File: src/design/radio_status_pkg.sv
/*
 Constants, offsets and carrier types for the radio status register bank.
 Assumes a single 50 MHz clock shared with the radio core that feeds it.
*/
package radio_status_pkg;
   // Access header layout
   localparam int HDR_READ_BIT  = 7;
   localparam int HDR_BURST_BIT = 6;
   localparam logic [7:0] HDR_REPLY = 8'h00;
   // Register offsets
   localparam logic [5:0] OFS_SYNTH_TEST  = 6'h2e;
   localparam logic [5:0] OFS_PART_ID     = 6'h30;
   localparam logic [5:0] OFS_VERSION     = 6'h31;
   localparam logic [5:0] OFS_FREQ_EST    = 6'h32;
   localparam logic [5:0] OFS_LINK_QUAL   = 6'h33;
   localparam logic [5:0] OFS_SIG_STR     = 6'h34;
   localparam logic [5:0] OFS_CTRL_STATE  = 6'h35;
   localparam logic [5:0] OFS_WAKE_HIGH   = 6'h36;
   localparam logic [5:0] OFS_WAKE_LOW    = 6'h37;
   localparam logic [5:0] OFS_PKT_STATUS  = 6'h38;
   localparam logic [5:0] OFS_SYNTH_DAC   = 6'h39;
   localparam logic [5:0] OFS_TX_FILL     = 6'h3a;
   localparam logic [5:0] OFS_RX_FILL     = 6'h3b;
   localparam logic [5:0] OFS_RC_HIGH     = 6'h3c;
   localparam logic [5:0] OFS_RC_LOW      = 6'h3d;
   // Test register
   localparam logic [7:0] SYNTH_TEST_RESET = 8'h0b;
   localparam int         OSC_CAL_BIT      = 1;
   // Control state codes
   localparam logic [4:0] CODE_SLEEP = 5'h00;
   localparam logic [4:0] CODE_IDLE  = 5'h01;
   localparam logic [4:0] CODE_CRYSTAL_OFF_STATE  = 5'h02;
   localparam logic [7:0] ZERO_BYTE  = 8'h00;
   localparam int         LQI_SYMBOLS_DEF = 64;

   typedef enum logic [1:0] {PH_IDLE, PH_HEADER, PH_DATA} phase_type;

   typedef struct packed {
      logic [7:0]  carrier_offset_value;
      logic        ook_mode;
      logic        legacy_packet_compat;
      logic        crc_done;
      logic        crc_match;
      logic        rx_entry;
      logic        sync_found;
      logic        symbol_strobe;
      logic [6:0]  symbol_quality;
      logic [7:0]  signal_strength;
      logic [4:0]  control_state_code;
      logic [15:0] wake_timer;
      logic        carrier_sense;
      logic        preamble_quality_flag;
      logic        channel_clear_flag;
      logic        sync_found_flag;
      logic        output_pin_two;
      logic        output_pin_zero;
      logic [7:0]  synth_dac;
      logic        tx_queue_underrun;
      logic [6:0]  tx_byte_count;
      logic        rx_queue_overrun;
      logic [6:0]  rx_byte_count;
      logic [6:0]  rc_cal_result_high;
      logic [6:0]  rc_cal_result_low;
   } radio_status_type;

   typedef struct packed {
      logic       strobe_valid;
      logic [5:0] strobe_code;
      logic       idle_request;
      logic       offset_comp_enable;
      logic       osc_select_cal_enable;
   } radio_ctrl_type;
endpackage

File: src/design/radio_status_register_bank.sv
/*
 Status register bank with its serial configuration port (mode 0, MSB first).
 Assumes the radio core drives the status struct on ref_clk and that the
 serial clock is well below a quarter of ref_clk, since pins are oversampled.
*/
// Functional notes
// - Frequency offset estimate is an 8-bit two's complement byte.
// - Frequency offset reads zero while on-off keying is selected.
// - Offset compensation enabled only for FSK, GFSK and MSK.
// - Checksum flag sets on a match, clears on receive entry or a checksum mismatch.
// - Checksum flag only updated when legacy packet compatibility is one.
// - Link quality is averaged over the 64 symbols after sync.
// - Signal strength is an 8-bit read-only status byte.
// - Control state reported as a 5-bit code, upper bits zero.
// - Sleep and crystal-off codes never read; chip select forces idle.
// - Wake timer exposed as read-only high and low bytes.
// - Packet status bits: checksum, carrier, preamble, clear, sync, pins.
// - Pin bits show the non-inverted internal output values.
// - Transmit fill byte: underflow in bit 7, count in bits 6:0.
// - Receive fill byte: overflow in bit 7, count in bits 6:0.
// - Two RC calibration results, seven bits each, bit 7 zero.
// - Synthesizer DAC byte is read-only test status only.
// - Fixed part identifier and version bytes are read-only.
// - Test register bit 1 enables oscillator selection calibration, reset 1.
`timescale 1ns/1ns
`default_nettype none
module radio_status_register_bank #(
   parameter logic [7:0] PART_ID     = 8'h5a, // Arbitrary value
   parameter logic [7:0] VERSION_ID  = 8'h01, // Arbitrary value
   parameter int         LQI_SYMBOLS = radio_status_pkg::LQI_SYMBOLS_DEF
) (
   // Clock and reset
   input  wire logic                       ref_clk,
   input  wire logic                       rst,
   // Serial port pins
   input  wire logic                       sclk,
   input  wire logic                       chip_select_n,
   input  wire logic                       mosi,
   output logic                            miso_out,
   output logic                            miso_oe_n,
   // Radio core
   input  wire radio_status_pkg::radio_status_type stat,
   output radio_status_pkg::radio_ctrl_type        ctrl
);
   import radio_status_pkg::*;

   localparam int LQI_SHIFT = $clog2(LQI_SYMBOLS);
   localparam int SUM_W     = 7 + LQI_SHIFT;
   localparam logic [LQI_SHIFT:0] SYM_LAST = (LQI_SHIFT+1)'(LQI_SYMBOLS - 1);

   // Pin synchronisers
   logic [2:0] sclk_q;
   logic [2:0] csn_q;
   logic [1:0] mosi_q;
   logic       sclk_rise;
   logic       sclk_fall;
   logic       csn_fall;
   logic       csn_high;

   always_ff @(posedge ref_clk)
   begin
      if (rst)
      begin
         sclk_q <= 3'h0;
         csn_q  <= 3'h7;
         mosi_q <= 2'h0;
      end
      else
      begin
         sclk_q <= {sclk_q[1:0], sclk};
         csn_q  <= {csn_q[1:0], chip_select_n};
         mosi_q <= {mosi_q[0], mosi};
      end
   end

   assign sclk_rise = sclk_q[1] & ~sclk_q[2];
   assign sclk_fall = ~sclk_q[1] & sclk_q[2];
   assign csn_fall  = ~csn_q[1] & csn_q[2];
   assign csn_high  = csn_q[1];

   // Checksum flag
   logic crc_ok_r;
   logic crc_set;

   assign crc_set = stat.crc_done & stat.crc_match;

   always_ff @(posedge ref_clk)
   begin
      if (rst)
         crc_ok_r <= 1'b0;
      else if (stat.legacy_packet_compat)
      begin
         if (crc_set)
            crc_ok_r <= 1'b1;
         else if (stat.rx_entry || stat.crc_done)
            crc_ok_r <= 1'b0;
      end
   end

   // Link quality averaging; a new sync restarts the window
   logic                 lqi_busy_r;
   logic [LQI_SHIFT:0]   sym_cnt_r;
   logic [SUM_W-1:0]     lqi_sum_r;
   logic [6:0]           lqi_r;

   always_ff @(posedge ref_clk)
   begin
      if (rst)
      begin
         lqi_busy_r <= 1'b0;
         sym_cnt_r  <= '0;
         lqi_sum_r  <= '0;
         lqi_r      <= 7'h00;
      end
      else if (stat.sync_found)
      begin
         lqi_busy_r <= 1'b1;
         sym_cnt_r  <= '0;
         lqi_sum_r  <= '0;
      end
      else if (lqi_busy_r && stat.symbol_strobe)
      begin
         if (sym_cnt_r == SYM_LAST)
         begin
            lqi_busy_r <= 1'b0;
            lqi_r      <= 7'((lqi_sum_r + SUM_W'(stat.symbol_quality)) >> LQI_SHIFT);
         end
         else
         begin
            sym_cnt_r <= sym_cnt_r + 1'b1;
            lqi_sum_r <= lqi_sum_r + SUM_W'(stat.symbol_quality);
         end
      end
   end

   // Test register
   logic [7:0] synth_test_r;
   logic [7:0] synth_test_nxt;
   logic       test_wr;

   always_ff @(posedge ref_clk)
   begin
      if (rst)
         synth_test_r <= SYNTH_TEST_RESET;
      else if (test_wr)
         synth_test_r <= synth_test_nxt;
   end

   // Read multiplexer; pure function of state, so reads change nothing
   function automatic logic [7:0] read_byte(input logic [5:0] a);
      logic [7:0] v;
      v = ZERO_BYTE;
      unique case (a)
         OFS_PART_ID:    v = PART_ID;
         OFS_VERSION:    v = VERSION_ID;
         OFS_FREQ_EST:   v = stat.ook_mode ? ZERO_BYTE : stat.carrier_offset_value;
         OFS_LINK_QUAL:  v = {crc_ok_r, lqi_r};
         OFS_SIG_STR:    v = stat.signal_strength;
         OFS_CTRL_STATE:
         begin
            // Sleep and crystal-off are left as soon as select falls
            if (stat.control_state_code == CODE_SLEEP ||
                stat.control_state_code == CODE_CRYSTAL_OFF_STATE)
               v = {3'h0, CODE_IDLE};
            else
               v = {3'h0, stat.control_state_code};
         end
         OFS_WAKE_HIGH:  v = stat.wake_timer[15:8];
         OFS_WAKE_LOW:   v = stat.wake_timer[7:0];
         OFS_PKT_STATUS: v = {crc_ok_r, stat.carrier_sense, stat.preamble_quality_flag,
                              stat.channel_clear_flag, stat.sync_found_flag,
                              stat.output_pin_two, 1'b0, stat.output_pin_zero};
         OFS_SYNTH_DAC:  v = stat.synth_dac;
         OFS_TX_FILL:    v = {stat.tx_queue_underrun, stat.tx_byte_count};
         OFS_RX_FILL:    v = {stat.rx_queue_overrun, stat.rx_byte_count};
         OFS_RC_HIGH:    v = {1'b0, stat.rc_cal_result_high};
         OFS_RC_LOW:     v = {1'b0, stat.rc_cal_result_low};
         OFS_SYNTH_TEST: v = synth_test_r;
         default:        v = ZERO_BYTE;
      endcase
      return v;
   endfunction

   // Serial engine
   phase_type  phase_r;
   logic [2:0] bit_cnt_r;
   logic [7:0] rx_shift_r;
   logic [7:0] tx_shift_r;
   logic [5:0] addr_r;
   logic       rd_r;
   logic       burst_r;
   logic       miso_r;
   logic       byte_done;
   logic [7:0] rx_byte;
   logic [5:0] next_addr;
   logic       status_addr;
   logic       strobe_hit;

   assign byte_done = sclk_rise && (bit_cnt_r == 3'h7) && !csn_high;
   assign rx_byte   = {rx_shift_r[6:0], mosi_q[1]};
   assign next_addr = (phase_r == PH_HEADER) ? rx_byte[5:0] : addr_r + 6'h01;
   assign status_addr = (rx_byte[5:0] >= OFS_PART_ID);
   assign strobe_hit  = byte_done && (phase_r == PH_HEADER) && status_addr
                        && !rx_byte[HDR_BURST_BIT];
   assign test_wr     = byte_done && (phase_r == PH_DATA) && !rd_r
                        && (addr_r == OFS_SYNTH_TEST);
   assign synth_test_nxt = rx_byte;

   always_ff @(posedge ref_clk)
   begin
      if (rst)
      begin
         phase_r    <= PH_IDLE;
         bit_cnt_r  <= 3'h0;
         rx_shift_r <= 8'h00;
         addr_r     <= 6'h00;
         rd_r       <= 1'b0;
         burst_r    <= 1'b0;
      end
      else if (csn_high)
      begin
         phase_r   <= PH_IDLE;
         bit_cnt_r <= 3'h0;
      end
      else
      begin
         unique case (phase_r)
            PH_IDLE:
               phase_r <= PH_HEADER;
            PH_HEADER, PH_DATA:
            begin
               if (sclk_rise)
               begin
                  rx_shift_r <= rx_byte;
                  bit_cnt_r  <= bit_cnt_r + 3'h1;
               end
               if (byte_done)
               begin
                  if (phase_r == PH_HEADER)
                  begin
                     rd_r    <= rx_byte[HDR_READ_BIT];
                     burst_r <= rx_byte[HDR_BURST_BIT];
                     addr_r  <= next_addr;
                     // A plain header to a status offset is a strobe
                     phase_r <= strobe_hit ? PH_HEADER : PH_DATA;
                  end
                  else if (burst_r)
                     addr_r <= next_addr;
               end
            end
         endcase
      end
   end

   // Output shifter; first bit is set up before the first rising edge
   always_ff @(posedge ref_clk)
   begin
      if (rst)
      begin
         tx_shift_r <= 8'h00;
         miso_r     <= 1'b0;
      end
      else if (csn_fall)
      begin
         miso_r     <= HDR_REPLY[7];
         tx_shift_r <= {HDR_REPLY[6:0], 1'b0};
      end
      else if (byte_done)
         tx_shift_r <= read_byte(next_addr);
      else if (sclk_fall && !csn_high)
      begin
         miso_r     <= tx_shift_r[7];
         tx_shift_r <= {tx_shift_r[6:0], 1'b0};
      end
   end

   // Control outputs towards the radio core
   logic       strobe_r;
   logic [5:0] strobe_code_r;
   logic       idle_req_r;

   always_ff @(posedge ref_clk)
   begin
      if (rst)
      begin
         strobe_r      <= 1'b0;
         strobe_code_r <= 6'h00;
         idle_req_r    <= 1'b0;
      end
      else
      begin
         strobe_r   <= strobe_hit;
         idle_req_r <= csn_fall;
         if (strobe_hit)
            strobe_code_r <= rx_byte[5:0];
      end
   end

   assign miso_out  = miso_r;
   assign miso_oe_n = csn_high;
   assign ctrl.strobe_valid          = strobe_r;
   assign ctrl.strobe_code           = strobe_code_r;
   assign ctrl.idle_request          = idle_req_r;
   assign ctrl.offset_comp_enable    = ~stat.ook_mode;
   assign ctrl.osc_select_cal_enable = synth_test_r[OSC_CAL_BIT];
endmodule
`default_nettype wire

File: config.mk
export PLATFORM = sky130hd
export DESIGN_NAME = radio_status_register_bank
export DESIGN_NICKNAME = d
export VERILOG_FILES = /design/src/design/radio_status_pkg.sv /design/src/design/radio_status_register_bank.sv
export SDC_FILE = /design/constraint.sdc
export NUM_CORES = 1
export LEC_CHECK = 0
export ABC_AREA = 1
export BUFFER_PORTS_ARGS = -buffer_cell sky130_fd_sc_hd__buf_2
export CAP_MARGIN = 15
export CORE_ASPECT_RATIO = 0.7
export CORE_MARGIN = 2
export CORE_UTILIZATION = 40
export CTS_CLUSTER_DIAMETER = 120
export DETAILED_ROUTE_END_ITERATION = 7
export REMOVE_ABC_BUFFERS = 1
export SLEW_MARGIN = 20
export SYNTH_ARGS = -nofsm -noshare
export SYNTH_HDL_FRONTEND = slang
export SYNTH_SLANG_ARGS = --single-unit
File: constraint.sdc
create_clock -name ref_clk -period 2.4 [get_ports ref_clk]
set_clock_uncertainty 0.1 [all_clocks]
set_input_delay 0.12 -clock ref_clk [delete_from_list [all_inputs] [get_ports ref_clk]]
set_output_delay 0.12 -clock ref_clk [all_outputs]
set_load 0.03 [all_outputs]
* Yosys cells after proc, flatten, opt, wreduce, memory -nomap -nowiden
Index checks and enable logic that the tools add are counted.
** Storage, ports and cells
- Register bits after elaboration :: 82
** Cells by class
- Multiplexer cells :: 17
- Equal/unequal tests :: 23
- $lt $le $gt $ge :: 1
- Bitwise gates (word level) :: 11
- Reductions and logical operators :: 36
- $add $sub $neg :: 4
** Operators by type and width (count)
- one-hot mux 8 bit (15 select lines) :: 1
- == test 6 bit (second input constant) :: 16
- 2-to-1 mux 8 bit :: 3
- 2-to-1 mux 6 bit :: 3
- adder 13 x 7 -> 13 bit :: 1
- AND reduction 2 bit :: 6
- logical AND 1 bit :: 10
- nonzero test 2 bit :: 5
- AND reduction 4 bit :: 2
- OR reduction 2 bit :: 4
- adder 7 x 1 -> 7 bit (second input constant) :: 1
- == test 7 x 6 -> 1 bit (second input constant) :: 1
- NOT 1 bit :: 7
- adder 6 x 1 -> 6 bit (second input constant) :: 1
- >= comparator 6 bit (second input constant) :: 1
- 2-to-1 mux 2 bit :: 3
- AND reduction 3 bit :: 2
- == test 5 x 2 -> 1 bit (second input constant) :: 1
- zero test 5 bit :: 1
- 2-to-1 mux 1 bit :: 5
- 2-to-1 mux 5 bit :: 1
- AND 1 bit :: 4
- inequality test 2 bit (second input constant) :: 2
- one-hot mux 2 bit (2 select lines) :: 1
- 7 further kinds :: 10

* Longest topological paths before layout
- Word-level depth :: 11
- Mapped depth :: 17
- Depth with buffers taken out :: 16

* Least setup slack after synthesis
OpenSTA, ideal clock, no wires.
- Path kind :: register to register
- Start :: register lqi_sum_r[0]
- End :: register lqi_sum_r[12]
- Period minus slack after synthesis :: 2.131 ns
- Arrival :: 1.922 ns
- Library setup time :: 0.109 ns
- Data required time :: 2.191 ns
- Setup slack :: 0.269 ns
- Stages on the path, launching flop included :: 17
- Path buffers :: 0
- Path through :: dfxtp_1 -> ha_1 -> inv_1 -> fa_1 -> nand3b_1 -> nand2_1 -> a21oi_1 -> nor2_1 -> o21ai_0 -> nor2_1 -> nand3_1 -> inv_1 -> nand2_1 -> nand2_1 -> nand2_1 -> nand2_1 -> inv_1
** On the way
- Word-level cells in the longest chain between the ends :: 1
** Ends and longest elaborated chain
- from (decl) :: RTL line radio_status_register_bank.sv:103 : logic [SUM_W-1:0] lqi_sum_r;
- from (signal assigned) :: RTL line radio_status_register_bank.sv:131 : lqi_sum_r <= lqi_sum_r + SUM_W'(stat.symbol_quality);
- adder 13 x 7 -> 13 bit :: RTL line radio_status_register_bank.sv:131
Every way passes these cells.
A chain may end at the register's enable or synchronous reset.

* Final worst setup path
- Start :: register addr_r[0]
- End :: register tx_shift_r[2]
** On the way
- Word-level cells in the longest chain between the ends :: 5
** Ends and longest elaborated chain
- from (decl) :: RTL line radio_status_register_bank.sv:189 : logic [5:0] addr_r;
- from (signal assigned) :: RTL line radio_status_register_bank.sv:243 : addr_r <= next_addr;
- from (signal assigned) :: RTL line radio_status_register_bank.sv:248 : addr_r <= next_addr;
- adder 6 x 1 -> 6 bit * :: RTL line radio_status_register_bank.sv:201 : assign next_addr = (phase_r == PH_HEADER) ? rx_byte[5:0] : addr_r + 6'h01;
- 2-to-1 mux 6 bit * :: RTL line radio_status_register_bank.sv:201
- == test 6 bit :: RTL line radio_status_register_bank.sv:153 : unique case (a)
- one-hot mux 8 bit (15 select lines) * :: RTL line radio_status_register_bank.sv:153
- 2-to-1 mux 8 bit * :: RTL line radio_status_register_bank.sv:268 : else if (byte_done)
- to (signal assigned) :: RTL line radio_status_register_bank.sv:266 : tx_shift_r <= {HDR_REPLY[6:0], 1'b0};
- to (signal assigned) :: RTL line radio_status_register_bank.sv:269 : tx_shift_r <= read_byte(next_addr);
- to (signal assigned) :: RTL line radio_status_register_bank.sv:273 : tx_shift_r <= {tx_shift_r[6:0], 1'b0};
- to (decl) :: RTL line radio_status_register_bank.sv:188 : logic [7:0] tx_shift_r;
Mark *: on every way between the ends. The rest lies on a longest branch, timed or not.

==> flow_summary_export.csv <==
group,metric,value,unit
route,wl,15.4,mm
route,route.detailed.drc,0,
route,dr.pass1.iters,5,
timing,final.setup.worst_slack,0.152,ns
timing,finalCriticalPeriod,2.25,ns
flow_run,cap_violations,0,
placement,gp_congestion,0.881,
clock_network,cts_tree,"built",
hold_path,hp-class,"in2reg",
clock_network,h-tree-depth,3,
worst_setup_path,timing.rr.start,"addr_r[0]$_SDFFE_PP0P_",
route,drtIter0Drc,329,
final_layout,diodes,0,
final_layout,area_growth,26.3,%
worst_setup_path,crit_path_end_kind,"flop",
yosys,syn_area,4980,um2
worst_setup_path,critPathMaxFanout,6,
worst_setup_path,required,2.58,ns
pwr,vdd.ir_drop.worst,0.352,mV
global_route,overflow,0,
timing,post-route-period-util,0.936,
timing,rsz0062_at_grt,"no",
worst_setup_path,cp-start-kind,"flop",
worst_setup_path,arrival,2.42,ns
status,status,"complete, no violations",
final_layout,fin_cells,1033,
worst_setup_path,r2r_slack,0.15,ns
timing,max-slew-margin-rel,0.384,
floorplan,dieArea,13400,um2
route,wl_per_cell,14.9,um
yosys,syn_area_per_cell,6.81,um2
final_layout,finalNetCount,982,
worst_setup_path,r2r-end,"tx_shift_r[2]$_SDFFE_PP0P_",
yosys,synth.yosys.seq_area_share,0.330,
placement,place_hpwl,12.3,mm
clock_network,cts.clk_slew.worst_paths,0.06,ns
yosys,yosys_warnings,0,
clock_network,cts_root_buf,"clkbuf_16",
clock_network,cts_buffer_depth,2,
timing,finalMaxSlewViolations,0,
timing,worst_pin_slew,0.921,ns
pwr,p_per_area,486,nW/um2
placement,placed_cells,1003,
floorplan,core_area,12300,um2
global_route,grt_max_degree,52,
timing,hold_viol,0,
floorplan,rows,34,
timing,setup_viol,0,
yosys,synth_cells,731,
global_route,grt_pass1_vias,4907,
worst_setup_path,cp-startpoint,"addr_r[0]$_SDFFE_PP0P_",
clock_network,cts_sinks,82,
worst_setup_path,r2r_cells,12,
floorplan,die_w,137,um
yosys,dominantRegCellSynth,"dfxtp_1",
worst_setup_path,setup.worst_path.end,"tx_shift_r[2]$_SDFFE_PP0P_",
route,dr_total_vias,5300,
floorplan,die_h,97.3,um
yosys,async_flop_share,0,
pwr,leakagePower,2.98,nW
route,ant_nets,0,
global_route,antenna_found_initial,0,
global_route,track_usage,0.232,
yosys,yosys.area.top_type,"dfxtp_1",
placement,dp_slack,-0.0663,ns
route,vias_per_cell,5.13,
floorplan,io_pins,112,
floorplan,initial_core_util,0.405,
timing,fmax,445,MHz
clock_network,clk_latency,0.34,ns
worst_setup_path,worstSetupPathType,"reg2reg",
placement,io_buffer_count,111,
yosys,yosys.area.top_type_share,0.330,
yosys,synth_edf_count,0,
yosys,synth_cell_types,38,
clock_network,cts_made_buffers,9,
final_layout,drive_gt1_frac,0.245,
global_route,grt_first_pass_wirelength,24.2,mm
yosys,ys_ff_latch,82,
yosys,ys_top_cells_by_area,"dfxtp_1 33%, nand3_1 11%, nand2_1 10%",
worst max-delay path, cell delays in order, from the launching register on:
cell and delay, ns:
dfxtp_4 0.39, inv_1 0.07, ha_1 0.32, o21ai_2 0.16
buf_4 0.15, nand2_4 0.09, nor2_2 0.34, nand3_1 0.13
nand3_1 0.10, nor2_1 0.05, nand3_1 0.09, nand2_1 0.08
a21oi_2 0.11
cells by family (layout without fill, tap and decap cells):
logic type | count (synthesis) | after routing | synth area share
compound gates | 136 | 136 | 0.156
xor+xnor | 9 | 9 | 0.0158
simple gates | 370 | 370 | 0.354
flops | 82 | 82 | 0.330
buf+inv | 118 | 258 | 0.103
fa+ha+maj | 16 | 16 | 0.0417
state kept, by name, indices dropped and copies added (netlist names):
signal         cells
synth_test_r       8
rx_shift_r         7
lqi_r              7
rd_r               1
csn_q              3
miso_out           1
sclk_q             3
bit_cnt_r          3
phase_r            2
strobe_r           1
addr_r             6
lqi_busy_r         1
sym_cnt_r          7
idle_req_r         1
lqi_sum_r         13
tx_shift_r         8
burst_r            1
crc_ok_r           1
mosi_q             2
strobe_code_r      6
final cells by class:
class                   count  area (um2)
repair buffers            147         873
flip-flops and latches     82        1650
clock inverters             5        63.8
multi-input cells         531        2890
fillers                  1247        6010
inverters                  95         359
clock buffers              11         243
well taps                 162         203
layout by cell type, fill, tap and decap left out, drive strengths merged:
master | Yosys | layout
a2111oi | 1 | 1
a211oi | 6 | 6
a21o | 1 | 1
a21oi | 52 | 52
a22o | 2 | 2
buf | 15 | 138
bufinv | 0 | 1
clkbuf | 8 | 11
clkinv | 0 | 3
clkinvlp | 0 | 1
dfxtp | 82 | 82
dlygate4sd3 | 0 | 9
fa | 1 | 1
ha | 15 | 15
inv | 95 | 95
nand2 | 150 | 150
nand3 | 113 | 113
nand3b | 1 | 1
nand4 | 4 | 4
nor2 | 94 | 94
nor3 | 4 | 4
nor4 | 2 | 2
o211ai | 9 | 9
o21a | 3 | 3
o21ai | 61 | 61
o21bai | 1 | 1
or2 | 2 | 2
xnor2 | 3 | 3
xor2 | 6 | 6
cell usage after synthesis, types with 5 or more instances:
cell	count
xor2_1	6
ha_1	15
a211oi_1	6
buf_6	6
dfxtp_1	82
clkbuf_1	8
nand2_4	5
nand3_1	107
nor2_1	77
inv_2	7
a21oi_1	50
o211ai_1	9
nand2_1	139
nand2_2	6
buf_4	5
o21ai_0	55
inv_1	88
nor2_4	8
nor2_2	8
through the flow:
stage	TNS (ns)	hold WS (ns)	power, W	cell area [um2]	util
floorplan	-2.78	0.0891	0.00152	4820	-
global placement	-0.0376	0.207	0.00166	5760	0.469
detailed placement	-0.0868	0.212	0.00166	5760	0.469
CTS	0	0.0281	0.00308	6170	0.502
global route	0	0.0826	0.00317	6280	0.511
finish	0	0.0539	0.00305	6280	0.511
metal layers:
metal  global-route usage  routed length, um
met2                0.350               6500
met3               0.0396               1100
met5                    0                  0
met4               0.0587                198
met1                0.340               7640
worst min path at each step:
stage                  start                        end  slack, ns  cells after the start
2_1_floorplan            rst      crc_ok_r$_SDFFE_PP0P_       0.09                      1
6_report            stat[80]  sym_cnt_r[6]$_SDFFE_PP0P_       0.05                      4
5_1_grt             stat[73]  lqi_sum_r[0]$_SDFFE_PP0P_       0.08                      4
3_3_place_gp   chip_select_n        csn_q[0]$_SDFF_PP1_       0.21                      2
3_5_place_dp   chip_select_n        csn_q[0]$_SDFF_PP1_       0.21                      2
4_1_cts             stat[73]  lqi_sum_r[0]$_SDFFE_PP0P_       0.03                      4
power by group:
group	internal, W	total, W	switching [W]
Combinational	0.000117	0.000262	0.000145
Clock	0.000840	0.00140	0.000564
Sequential	0.00138	0.00139	0.0000102
repair_timing:
action,in CTS,in global routing
buffers inserted,1,4
resized for setup,2,18
endpoints found under the setup margin,2,12
endpoints found under the hold margin,8,0
hold buffers,9,0
pin swaps,1,6
Power figures use the tool's default switching activity.
